**src/common/ums_pkg.sv**
```systemverilog
// constants and carrier types for the modem status and baud divisor block
package ums_pkg;

  // ****************************************************************
  // register offsets
  // ****************************************************************
  localparam logic [15:0] UMS_OFS_MODEM_LINE_STATUS = 16'hFFA6;
  localparam logic [15:0] UMS_OFS_BAUD_DIVISOR_LOW = 16'hFFA7;
  localparam logic [15:0] UMS_OFS_BAUD_DIVISOR_HIGH = 16'hFFA8;
  localparam logic [15:0] UMS_OFS_MODEM_LINE_CONTROL = 16'hFFB0;
  localparam logic [15:0] UMS_OFS_IRQ_STATUS = 16'hFFB1;
  localparam logic [15:0] UMS_OFS_IRQ_CLEAR = 16'hFFB2;
  localparam logic [15:0] UMS_OFS_IRQ_ENABLE = 16'hFFB3;

  // ****************************************************************
  // field positions
  // ****************************************************************
  // change flags of modem_line_status, also the interrupt bit layout
  localparam int UMS_BIT_CTS_CHANGED = 0;
  localparam int UMS_BIT_DSR_CHANGED = 1;
  localparam int UMS_BIT_RING_TRAILING = 2;
  localparam int UMS_BIT_CARRIER_CHANGED = 3;
  // level bits of modem_line_status and the looped bits of modem_line_control
  localparam int UMS_BIT_LOOP_CLEAR_TO_SEND = 4;
  localparam int UMS_BIT_LOOP_SET_READY = 5;
  localparam int UMS_BIT_LOOP_RING = 6;
  localparam int UMS_BIT_LOOP_CARRIER = 7;
  // loopback enable in modem_line_control
  localparam int UMS_BIT_LOOPBACK_EN = 0;
  localparam int UMS_FLAG_W = 4;

  // ****************************************************************
  // reset values
  // ****************************************************************
  localparam logic [7:0] UMS_RST_MODEM_LINE_STATUS = 8'h00;
  localparam logic [7:0] UMS_RST_BAUD_DIVISOR_LOW = 8'h08;
  localparam logic [7:0] UMS_RST_BAUD_DIVISOR_HIGH = 8'h00;
  localparam logic [7:0] UMS_RST_MODEM_LINE_CONTROL = 8'h00;
  localparam logic [3:0] UMS_RST_IRQ = 4'h0;
  // synchronisers idle high: the modem lines are active low
  localparam logic [3:0] UMS_RST_PIN_SYNC = 4'hF;

  // ****************************************************************
  // timing
  // ****************************************************************
  localparam int UMS_CLK_MHZ = 250;
  localparam int UMS_MASTER_MHZ = 96;
  // prescale of 6.5 held as twice its value
  localparam int UMS_PRESCALE_X2 = 13;
  localparam logic [15:0] UMS_REF_NUM = 16'(2 * UMS_MASTER_MHZ);
  localparam logic [15:0] UMS_REF_DEN = 16'(UMS_PRESCALE_X2 * UMS_CLK_MHZ);
  localparam logic [3:0] UMS_OVERSAMPLE_LAST = 4'hF;

  // ****************************************************************
  // carriers
  // ****************************************************************
  typedef struct packed {
    logic wr;
    logic rd;
    logic [15:0] addr;
    logic [7:0] wdata;
  } ums_req_t;

  // active-low modem control lines as seen on the pins
  typedef struct packed {
    logic cd_n;
    logic ri_n;
    logic dsr_n;
    logic cts_n;
  } ums_modem_t;

endpackage

```
**src/rtl/ums_baud_gen.sv**
```systemverilog
// baud reference and baud tick generator for the divisor registers
`timescale 1ns/100ps
module ums_baud_gen
  import ums_pkg::*;
(
  input wire logic ref_clk,
  input wire logic rstn,
  input wire logic [15:0] divisor,
  output logic ref_tick,
  output logic os_tick,
  output logic baud_tick
);

  // ****************************************************************
  // fractional prescaler
  // ****************************************************************
  // the reference runs at master/6.5, made here from ref_clk by a
  // phase accumulator; jitter is one ref_clk period, far below a bit
  logic [15:0] acc_q;
  logic [15:0] acc_d;
  logic [16:0] acc_sum;
  logic ref_hit;

  assign acc_sum = {1'b0, acc_q} + {1'b0, UMS_REF_NUM};
  assign ref_hit = acc_sum >= {1'b0, UMS_REF_DEN};
  assign acc_d = ref_hit ? 16'(acc_sum - {1'b0, UMS_REF_DEN}) : acc_sum[15:0];

  // ****************************************************************
  // divisor and oversample counters
  // ****************************************************************
  logic [15:0] div_cnt_q;
  logic [3:0] os_cnt_q;
  logic [15:0] div_last;
  logic div_hit;

  // a divisor of zero is run as one so the generator never stalls
  assign div_last = (divisor == 16'h0000) ? 16'h0000 : 16'(divisor - 16'h0001);
  assign div_hit = ref_tick && (div_cnt_q >= div_last);

  always_ff @(posedge ref_clk)
  begin
    if (!rstn)
    begin
      acc_q <= 16'h0000;
      ref_tick <= 1'b0;
      div_cnt_q <= 16'h0000;
      os_cnt_q <= 4'h0;
      os_tick <= 1'b0;
      baud_tick <= 1'b0;
    end
    else
    begin
      acc_q <= acc_d;
      ref_tick <= ref_hit;
      os_tick <= div_hit;
      baud_tick <= div_hit && (os_cnt_q == UMS_OVERSAMPLE_LAST);
      if (div_hit)
      begin
        div_cnt_q <= 16'h0000;
        os_cnt_q <= 4'(os_cnt_q + 4'h1);
      end
      else if (ref_tick)
      begin
        div_cnt_q <= 16'(div_cnt_q + 16'h0001);
      end
    end
  end

endmodule

```
**src/rtl/ums_modem_status.sv**
```systemverilog
// modem line status, baud divisor and modem interrupt registers
//
// What this block does
// clear-to-send change sets bit 0, sticky
// data-set-ready change sets bit 1, sticky
// ring input low-to-high sets bit 2
// carrier-detect change sets bit 3, sticky
// change flags clear only on written one
// loopback: bits 4 and 7 mirror control
// loopback: bits 5 and 6 mirror control
// status resets zero; level bits read-only
// divisor low byte is divisor bits 7..0
// divisor low byte resets to 08h
// divisor high byte gives bits 15..8
// reference is master over 6.5, then divisor*16
// normal mode: bits 4..7 show inverted pins
// loopback: change flags follow looped control bits
`timescale 1ns/100ps
module ums_modem_status
  import ums_pkg::*;
(
  input wire logic ref_clk,
  input wire logic rstn,
  input wire ums_req_t bus_req,
  output logic [7:0] bus_rdata,
  input wire ums_modem_t modem_pins,
  output logic [15:0] baud_divisor,
  output logic loopback,
  output logic ref_tick,
  output logic os_tick,
  output logic baud_tick,
  output logic irq
);

  // ****************************************************************
  // address decode
  // ****************************************************************
  wire hit_status = bus_req.addr == UMS_OFS_MODEM_LINE_STATUS;
  wire hit_div_low = bus_req.addr == UMS_OFS_BAUD_DIVISOR_LOW;
  wire hit_div_high = bus_req.addr == UMS_OFS_BAUD_DIVISOR_HIGH;
  wire hit_control = bus_req.addr == UMS_OFS_MODEM_LINE_CONTROL;
  wire hit_irq_status = bus_req.addr == UMS_OFS_IRQ_STATUS;
  wire hit_irq_clear = bus_req.addr == UMS_OFS_IRQ_CLEAR;
  wire hit_irq_enable = bus_req.addr == UMS_OFS_IRQ_ENABLE;

  wire wr_status = bus_req.wr && hit_status;
  wire wr_div_low = bus_req.wr && hit_div_low;
  wire wr_div_high = bus_req.wr && hit_div_high;
  wire wr_control = bus_req.wr && hit_control;
  wire wr_irq_clear = bus_req.wr && hit_irq_clear;
  wire wr_irq_enable = bus_req.wr && hit_irq_enable;

  // ****************************************************************
  // pin synchronisers
  // ****************************************************************
  // three stages; a change is taken only once stages two and three
  // agree, which also filters single-cycle glitches on the lines
  logic [3:0] sync1_q;
  logic [3:0] sync2_q;
  logic [3:0] sync3_q;
  logic [3:0] pin_filt_q;
  logic [3:0] pin_filt_d;

  assign pin_filt_d = (sync2_q & ~(sync2_q ^ sync3_q)) | (pin_filt_q & (sync2_q ^ sync3_q));

  always_ff @(posedge ref_clk)
  begin
    if (!rstn)
    begin
      sync1_q <= UMS_RST_PIN_SYNC;
      sync2_q <= UMS_RST_PIN_SYNC;
      sync3_q <= UMS_RST_PIN_SYNC;
      pin_filt_q <= UMS_RST_PIN_SYNC;
    end
    else
    begin
      sync1_q <= modem_pins;
      sync2_q <= sync1_q;
      sync3_q <= sync2_q;
      pin_filt_q <= pin_filt_d;
    end
  end

  // ****************************************************************
  // control and divisor registers
  // ****************************************************************
  logic [7:0] control_q;
  logic [7:0] div_low_q;
  logic [7:0] div_high_q;
  logic [3:0] irq_enable_q;

  always_ff @(posedge ref_clk)
  begin
    if (!rstn)
    begin
      control_q <= UMS_RST_MODEM_LINE_CONTROL;
      div_low_q <= UMS_RST_BAUD_DIVISOR_LOW;
      div_high_q <= UMS_RST_BAUD_DIVISOR_HIGH;
      irq_enable_q <= UMS_RST_IRQ;
    end
    else
    begin
      if (wr_control)
      begin
        control_q <= bus_req.wdata;
      end
      if (wr_div_low)
      begin
        div_low_q <= bus_req.wdata;
      end
      if (wr_div_high)
      begin
        div_high_q <= bus_req.wdata;
      end
      if (wr_irq_enable)
      begin
        irq_enable_q <= bus_req.wdata[3:0];
      end
    end
  end

  assign loopback = control_q[UMS_BIT_LOOPBACK_EN];
  assign baud_divisor = {div_high_q, div_low_q};

  // ****************************************************************
  // observed modem levels
  // ****************************************************************
  // level vector is active high: [0] cts, [1] dsr, [2] ring, [3] carrier
  logic [3:0] pin_level;
  logic [3:0] loop_level;
  logic [3:0] level;

  assign pin_level = ~pin_filt_q;
  assign loop_level = control_q[UMS_BIT_LOOP_CARRIER:UMS_BIT_LOOP_CLEAR_TO_SEND];
  assign level = loopback ? loop_level : pin_level;

  // ****************************************************************
  // change detection
  // ****************************************************************
  // switching loopback on or off can itself flag a change, since the
  // seen level really moves; software should clear flags afterwards
  logic [3:0] level_q;
  logic [3:0] flag_set;
  logic [3:0] level_toggled;

  assign level_toggled = level ^ level_q;
  assign flag_set[UMS_BIT_CTS_CHANGED] = level_toggled[UMS_BIT_CTS_CHANGED];
  assign flag_set[UMS_BIT_DSR_CHANGED] = level_toggled[UMS_BIT_DSR_CHANGED];
  // ring pin rising low to high is the end of a ring, the active level falling
  assign flag_set[UMS_BIT_RING_TRAILING] = level_q[UMS_BIT_RING_TRAILING]
                                           && !level[UMS_BIT_RING_TRAILING];
  assign flag_set[UMS_BIT_CARRIER_CHANGED] = level_toggled[UMS_BIT_CARRIER_CHANGED];

  // ****************************************************************
  // change flags
  // ****************************************************************
  logic [3:0] flag_q;
  logic [3:0] flag_d;
  logic [3:0] flag_clear;

  assign flag_clear = wr_status ? bus_req.wdata[3:0] : 4'h0;
  // a change arriving with the clearing write wins over it
  assign flag_d = (flag_q & ~flag_clear) | flag_set;

  always_ff @(posedge ref_clk)
  begin
    if (!rstn)
    begin
      level_q <= UMS_RST_MODEM_LINE_STATUS[7:4];
      flag_q <= UMS_RST_MODEM_LINE_STATUS[3:0];
    end
    else
    begin
      level_q <= level;
      flag_q <= flag_d;
    end
  end

  // ****************************************************************
  // status image
  // ****************************************************************
  // upper bits are wired straight from the level, so writes cannot
  // reach them
  logic [7:0] status_image;

  assign status_image = {level, flag_q};

  // ****************************************************************
  // interrupt
  // ****************************************************************
  logic [3:0] irq_stat_q;
  logic [3:0] irq_stat_d;
  logic [3:0] irq_clear;
  logic irq_q;

  assign irq_clear = wr_irq_clear ? bus_req.wdata[3:0] : 4'h0;
  assign irq_stat_d = (irq_stat_q & ~irq_clear) | flag_set;

  always_ff @(posedge ref_clk)
  begin
    if (!rstn)
    begin
      irq_stat_q <= UMS_RST_IRQ;
      irq_q <= 1'b0;
    end
    else
    begin
      irq_stat_q <= irq_stat_d;
      irq_q <= |(irq_stat_d & irq_enable_q);
    end
  end

  assign irq = irq_q;

  // ****************************************************************
  // read path
  // ****************************************************************
  logic [7:0] rd_mux;
  logic [7:0] rdata_q;

  assign rd_mux = hit_status ? status_image
                : hit_div_low ? div_low_q
                : hit_div_high ? div_high_q
                : hit_control ? control_q
                : hit_irq_status ? {4'h0, irq_stat_q}
                : hit_irq_enable ? {4'h0, irq_enable_q}
                : 8'h00;

  // data stand one cycle after the read strobe and are zero otherwise
  always_ff @(posedge ref_clk)
  begin
    if (!rstn)
    begin
      rdata_q <= 8'h00;
    end
    else
    begin
      rdata_q <= bus_req.rd ? rd_mux : 8'h00;
    end
  end

  assign bus_rdata = rdata_q;

  // ****************************************************************
  // baud generator
  // ****************************************************************
  ums_baud_gen u_baud_gen (
    .ref_clk(ref_clk),
    .rstn(rstn),
    .divisor(baud_divisor),
    .ref_tick(ref_tick),
    .os_tick(os_tick),
    .baud_tick(baud_tick)
  );

endmodule

```
**config.mk**
```make
export PLATFORM = sky130hd
export DESIGN_NAME = ums_modem_status
export DESIGN_NICKNAME = d
export VERILOG_FILES = /design/src/common/ums_pkg.sv /design/src/rtl/ums_baud_gen.sv /design/src/rtl/ums_modem_status.sv
export SDC_FILE = /design/constraint.sdc
export NUM_CORES = 1
export LEC_CHECK = 0
export ABC_AREA = 1
export BUFFER_PORTS_ARGS = -buffer_cell sky130_fd_sc_hd__clkbuf_2
export CELL_PAD_IN_SITES_DETAIL_PLACEMENT = 1
export CELL_PAD_IN_SITES_GLOBAL_PLACEMENT = 1
export CORE_AREA = 2 2 154 156
export CTS_CLUSTER_DIAMETER = 50
export CTS_CLUSTER_SIZE = 14
export DETAILED_ROUTE_END_ITERATION = 8
export DIE_AREA = 0 0 156 158
export PLACE_DENSITY = 0.49
export SYNTH_ARGS = -nofsm -noshare
export SYNTH_HDL_FRONTEND = slang
export SYNTH_HIERARCHICAL = 1
export SYNTH_SLANG_ARGS = --single-unit
```
**constraint.sdc**
```tcl
create_clock -name ref_clk -period 4.02 [get_ports ref_clk]
set_input_delay 0.402 -clock ref_clk [delete_from_list [all_inputs] [get_ports ref_clk]]
set_output_delay 0.402 -clock ref_clk [all_outputs]
set_load 0.005 [all_outputs]
```
==> results of run 1 <==
[power by group through the flow]
stage	Combinational, uW	Clock [uW]	Sequential [uW]
4_1_cts	905	967	1210
6_report	886	930	1210
2_1_floorplan	719	0	1200
5_1_grt	1030	1010	1230
3_5_place_dp	898	0	1240
3_3_place_gp	900	0	1240
[cells by family after synthesis]
family,Yosys count,synth area share
mux,1,0.00176
fa+ha+maj,25,0.0547
xor+xnor,24,0.0370
simple gates,423,0.347
compound gates,126,0.123
buf+inv,103,0.0739
flops,103,0.363
[how the worst max path moves through the flow]
| stage | slack [ns] | end |
|---|---|---|
| CTS | 0.60 | u_baud_gen/os_cnt_q[0] |
| finish | 0.68 | u_baud_gen/os_cnt_q[0] |
| global placement | 0.73 | u_baud_gen/os_cnt_q[0] |
| floorplan | 1.21 | u_baud_gen/div_cnt_q[15] |
| global route | 0.21 | u_baud_gen/os_cnt_q[0] |
| detailed placement | 0.62 | u_baud_gen/os_cnt_q[0] |
[flip-flops by register name, indices dropped and copies added, names as in the netlist, 4 cells and up, named ones only]
name / count
control_q: 8
div_low_q: 8
u_baud_gen/os_cnt_q: 4
level_q: 4
u_baud_gen/acc_q: 15
sync3_q: 4
bus_rdata: 8
irq_enable_q: 4
sync1_q: 4
sync2_q: 4
div_high_q: 8
u_baud_gen/div_cnt_q: 16
flag_q: 4
irq_stat_q: 4
[final cells by class]
type / count / area (um2)
fillers: 2872 / 16400
multi-input cells: 599 / 3190
flip-flops and latches: 103 / 2060
well taps: 290 / 363
repair buffers: 66 / 345
inverters: 90 / 344
clock buffers: 10 / 239
clock inverters: 6 / 68.8
[routing by layer]
metal / up-vias / part of all wire / global-route usage
met2: 46 / 0.47 / 0.254
li1: 2732 / - / -
met3: 11 / 0.031 / 0.0307
met5: - / 0 / 0
met1: 2440 / 0.50 / 0.197
met4: 0 / 0.0069 / 0.0315
[worst max-delay path, delay by kind of cell, from the launching register on]
| kind | cells | cell delay [ns] |
|---|---|---|
| AOI/OAI and AO/OA | 2 | 0.30 |
| adders and majority gates | 1 | 0.33 |
| and+or+nand+nor | 10 | 1.76 |
| DFF | 1 | 0.50 |
| buffers and inverters | 3 | 0.31 |
[stage by stage]
step	hold WS [ns]	total power (uW)	area [um2]
after global routing	0.214	3270	6620
after detailed placement	0.401	2130	6310
final	0.225	3030	6620
after global placement	0.395	2140	6310
after floorplan	0.393	1910	5680
after CTS	0.214	3080	6620
[cells in the final DEF (no fill, tap or decap), drive strengths merged]
cell type	synthesis	routed
nor3b	1	1
and3	2	2
nor2	108	108
xor2	16	16
clkinvlp	0	3
buf	6	6
inv	86	87
maj3	1	1
o21a	1	1
bufinv	0	1
nor3	9	9
nand3	63	63
clkbuf	7	70
ha	24	24
nand3b	1	1
nand4	11	11
dfxtp	103	103
nand2	200	200
a31oi	4	4
a21oi	66	66
o211ai	3	3
clkinv	4	5
a211oi	5	5
mux2i	1	1
o21bai	3	3
o21ai	44	44
xnor2	8	8
nor4	4	4
or2	24	24
==> run_results.csv, run 1 <==
group,metric,value,unit
power_and_ir_drop,clockPowerShare,0.307,
sta,fin_tns_setup,0,ns
drt,drt_first_pass_iters,4,
min_path,min_to,"sync1_q[2]",
placement,dp_hpwl,13900,um
setup_path,arrival,3.57,ns
min_path,hp-start,"modem_pins[2]",
synthesis,synth_nets,861,
power_and_ir_drop,p_leak,0.00287,uW
setup_path,startpoint,"div_high_q[0]",
setup_path,cpPeakStageDelay,0.50,ns
clock_tree,clock_latency,0.36,ns
sta,setup_slack,0.683,ns
sta,min_period,3.34,ns
synthesis,ys_seq_area_frac,0.363,
power_and_ir_drop,p_per_area,457,nW/um2
setup_path,r2r_start,"div_high_q[0]",
clock_tree,cts_hold_buf,0,
run_status,status,"completed",
sta,hold_viol,0,
final_layout,utilization,0.287,
synthesis,ys_top_cells_by_area,"dfxtp_1, nand2_1, nor2_1",
synthesis,synthFlopType,"dfxtp_1",
final_layout,fin_cells,1164,
final_layout,fin_nets,925,
sta,period_share,0.830,
setup_path,cp_max_fo,17,
power_and_ir_drop,ir_worst_vdd,0.195,mV
synthesis,synth_top_area_cell,"dfxtp_1",
die,dieArea,24600,um2
setup_path,crit_path_frequent_cell,"nand2_1",
power_and_ir_drop,p_switching,1120,uW
sta,drv_slew,0,
setup_path,cp_cell_sequence,"nor2_1 > nand2_1 > inv_1 > nand2_1 > inv_1 > nand4_1 > o211ai_1 > ha_1 > nand2_1 > nor4_1 > nand2_1 > nand3_1 > nand2_1 > nand2_1 > buf_4 > o21ai_0",
drt,via_count,5229,
sta,slew_headroom,0.599,
power_and_ir_drop,p_comb_frac,0.293,
sta,rsz0062_at_grt,"no",
setup_path,worst_setup_path_start_kind,"flip-flop",
synthesis,synth_top_area_share,0.363,
setup_path,r2r_end,"u_baud_gen/os_cnt_q[0]",
synthesis,syn-mean-instance-area,7.05,um2
final_layout,layout-drive-gt1-share,0.185,
sta,tightest_slew,0.598,ns
placement,pre_cts_ws,0.618,ns
clock_tree,cts-root-buf,"clkbuf_16",
setup_path,rrSetupSlack,0.68,ns
global_routing,grt_max_degree,26,
drt,vias_per_cell,4.49,
clock_tree,cts_sinks,103,
synthesis,syn_area,5680,um2
setup_path,r2r_cells,16,
clock_tree,cts_tree,"done",
clock_tree,htree_levels,3,
drt,drc,0,
flow_run,drv_cap,0,
power_and_ir_drop,p_sw_frac,0.369,
setup_path,critPathRequiredTime,4.26,ns
synthesis,ys_types,44,
global_routing,antenna_found_initial,0,
die,ios,61,
clock_tree,post_cts_buffers,0,
die,dieHeight,158,um
power_and_ir_drop,seqPwrFrac,0.400,
global_routing,gr-total-overflow,0,
min_path,hold_path_depth,2,
synthesis,yosys-top-cells-count,"nand2_1, dfxtp_1, nor2_1, inv_1, nand3_1",
synthesis,synth_edf_count,0,
sta,fmax,300,MHz
synthesis,synth-seq-cells,103,
global_routing,grt_use_total,0.150,
synthesis,ys_warn_count,6,
global_routing,grt_pass1_vias,5362,
die,core,23100,um2
placement,portBuffers,60,
synthesis,synthArstFlopShare,0,
synthesis,synth_cells,805,
clock_tree,cts_max_path_buffers,2,
power_and_ir_drop,cellInternalPower,1910,uW
drt,detail-route-antenna-nets,0,
sta,skew,0.00887,ns
setup_path,crit_slowest_cell,"dfxtp_1",
drt,drt_first_iter_violations,201,
drt,wl_per_cell,15.1,um
setup_path,end_kind,"flip-flop",
die,core.rowCount,56,
min_path,hp-class,"input pin to flip-flop",
clock_tree,cts-buffers-inserted,9,
sta,setup_viol,0,
setup_path,critPathKind,"flip-flop to flip-flop",
global_routing,grt_pass1_wl,29000,um
synthesis,synth.most_common_cell,"nand2_1",
clock_tree,cts_resized,0,
placement,dp_cells,1148,
drt,wirelength,17600,um
final_layout,diodes,0,
placement,place.gp.congestion,0.770,
die,die_w,156,um
clock_tree,clk_pin_slew_worst_paths,0.08,ns
final_layout,syn2layout_area_growth,16.6,%
die,initial_core_util,0.246,
Power figures use the tool's default switching activity.
==> inputs of run 2 (changes only) <==
==> constraint.sdc (replaced) <==
create_clock -name ref_clk -period 3.1 [get_ports ref_clk]
set_input_delay 0.31 -clock ref_clk [delete_from_list [all_inputs] [get_ports ref_clk]]
set_output_delay 0.31 -clock ref_clk [all_outputs]
set_load 0.005 [all_outputs]
==> run 2 against run 1 <==
  * Highest routed layer unchanged
  * Via count grew 1.4%
  * Final area rose by 2.5%
  * Flip-flop and latch count stayed put
  * Clock skew grew 0.0030 ns
  * Fmax rose by 18%
  * First-iteration DRC count down 14%
  * Total power rose by 28%
  * Die area unchanged
  * Largest power group unchanged
  * Hold slack lost 0.094 ns
==> run_results.csv, run 2 (same netlist as run 1, synthesis figures left out) <==
group,metric,value,unit
die,die_w,156,um
setup_path,cpPeakStageDelay,0.38,ns
global_routing,grt_pass1_vias,5373,
setup_path,cp_cell_sequence,"nor2_2 > nand2_1 > inv_1 > nand2_1 > nor2_2 > inv_1 > nor2_1 > or2_2 > nand3_1 > ha_1 > nand2_1 > nor4_4 > nand2_1 > nand3_1 > nand2_2 > nand2_1 > buf_4 > a21oi_1",
sta,slew_headroom,0.628,
die,core,23100,um2
final_layout,fin_nets,943,
placement,place_area,6430,um2
placement,place.gp.congestion,0.749,
clock_tree,clk_pin_slew_worst_paths,0.08,ns
global_routing,use_met1,0.196,
flow_run,drv_cap,0,
final_layout,layout-drive-gt1-share,0.214,
global_routing,grt_use_total,0.151,
final_layout,design_area,6780,um2
final_layout,largest_reg_flops,16,
final_layout,reg.largest.list,"u_baud_gen/div_cnt_q (16), u_baud_gen/acc_q (15)",
global_routing,met2_usage,0.262,
power_and_ir_drop,p_per_area,570,nW/um2
sta,tightest_slew,0.555,ns
sta,setup_slack,0.281,ns
sta,drv_slew,0,
placement,dp_hpwl,14000,um
global_routing,antenna_found_initial,0,
global_routing,gr-total-overflow,0,
sta,min_period,2.82,ns
global_routing,grt_max_degree,41,
drt,wirelength,17900,um
drt,vias_per_cell,4.49,
clock_tree,cts-buffers-inserted,9,
setup_path,worst_setup_path_start_kind,"flip-flop",
global_routing,busiest_layer,"met2",
sta,setup_viol,0,
setup_path,arrival,3.06,ns
placement,dp_cells,1164,
run_status,status,"completed",
final_layout,diodes,0,
die,initial_core_util,0.246,
placement,portBuffers,60,
die,core.rowCount,56,
clock_tree,cts_max_path_buffers,2,
clock_tree,cts_hold_buf,0,
drt,drc,0,
final_layout,layout_commonest_cell,"nand2_1",
die,dieArea,24600,um2
drt,detail-route-antenna-nets,0,
clock_tree,clock_latency,0.36,ns
setup_path,critPathRequiredTime,3.34,ns
placement,pre_cts_ws,-0.00284,ns
setup_path,crit_path_frequent_cell,"nand2_1",
setup_path,end_kind,"flip-flop",
sta,hold_viol,0,
final_layout,layout_common_cells,"nand2_1, dfxtp_1, nor2_1",
setup_path,cp_max_fo,10,
sta,skew,0.0119,ns
setup_path,critPathKind,"flip-flop to flip-flop",
die,ios,61,
final_layout,regMostFlops,"u_baud_gen/div_cnt_q",
final_layout,n_fill_cell,2880,
sta,fin_tns_setup,0,ns
setup_path,crit_slowest_cell,"dfxtp_1",
power_and_ir_drop,ir_worst_vdd,0.242,mV
sta,period_share,0.909,
clock_tree,cts_sinks,103,
power_and_ir_drop,power.total,3870,uW
drt,drt_first_pass_iters,4,
power_and_ir_drop,p_leak,0.00297,uW
drt,via_count,5302,
clock_tree,htree_levels,3,
global_routing,met3_usage,0.0260,
min_path,hp-class,"input pin to flip-flop",
final_layout,fin_cells,1182,
clock_tree,cts_tree,"done",
final_layout,syn2layout_area_growth,19.5,%
die,dieHeight,158,um
clock_tree,cts-root-buf,"clkbuf_16",
drt,wl_per_cell,15.1,um
sta,fmax,355,MHz
drt,drt_first_iter_violations,173,
global_routing,grt_pass1_wl,28900,um
-- run 2: final timing paths --
path	slack (ns)	to	start	cells past startpoint
max	0.28	u_baud_gen/div_cnt_q[13]	div_low_q[3]	18
min	0.13	sync1_q[0]	modem_pins[0]	2
max reg2reg	0.28	u_baud_gen/div_cnt_q[13]	div_low_q[3]	18
min reg2reg	0.41	sync2_q[3]	sync1_q[3]	1
-- run 2: power by group --
group | internal (uW) | switching [uW] | total (uW)
Combinational | 389 | 762 | 1150
Clock | 570 | 583 | 1150
Sequential | 1430 | 134 | 1570
Total | 2390 | 1480 | 3870
-- run 2: critical path: cells and delay by family (launching register included) --
| kind | cells | cell delay [ns] |
|---|---|---|
| buf+inv | 3 | 0.33 |
| fa+ha+maj | 1 | 0.29 |
| compound gates | 1 | 0.05 |
| flops | 1 | 0.38 |
| simple gates | 13 | 1.65 |
-- run 2: timing repair --
action / CTS / global route
gates cloned: 0 / 0
pin swaps: 0 / 2
buffers inserted: 0 / 2
resized for setup: 1 / 14
setup endpoints to repair: 11 / 21
endpoints found under the hold margin: 0 / 0
-- run 2: metrics by stage --
| step | util | hold slack [ns] |
|---|---|---|
| after global placement | 0.279 | 0.394 |
| after floorplan | - | 0.393 |
| after global routing | 0.294 | 0.112 |
| after detailed placement | 0.279 | 0.399 |
| final | 0.294 | 0.130 |
| after CTS | 0.292 | 0.113 |
-- run 2: metal layers --
metal / part of all wire / vias to the layer above
li1: - / 2766
met1: 0.49 / 2480
met2: 0.48 / 45
met3: 0.025 / 11
met4: 0.0081 / 0
met5: 0 / -
-- run 2: cell type report --
type | count | area, um2 | area share
inverters | 90 | 344 | 0.0507
multi-input cells | 599 | 3240 | 0.477
flip-flops and latches | 103 | 2060 | 0.304
clock inverters | 6 | 60.1 | 0.00885
repair buffers | 84 | 484 | 0.0714
clock buffers | 10 | 229 | 0.0338
well taps | 290 | 363 | 0.0535
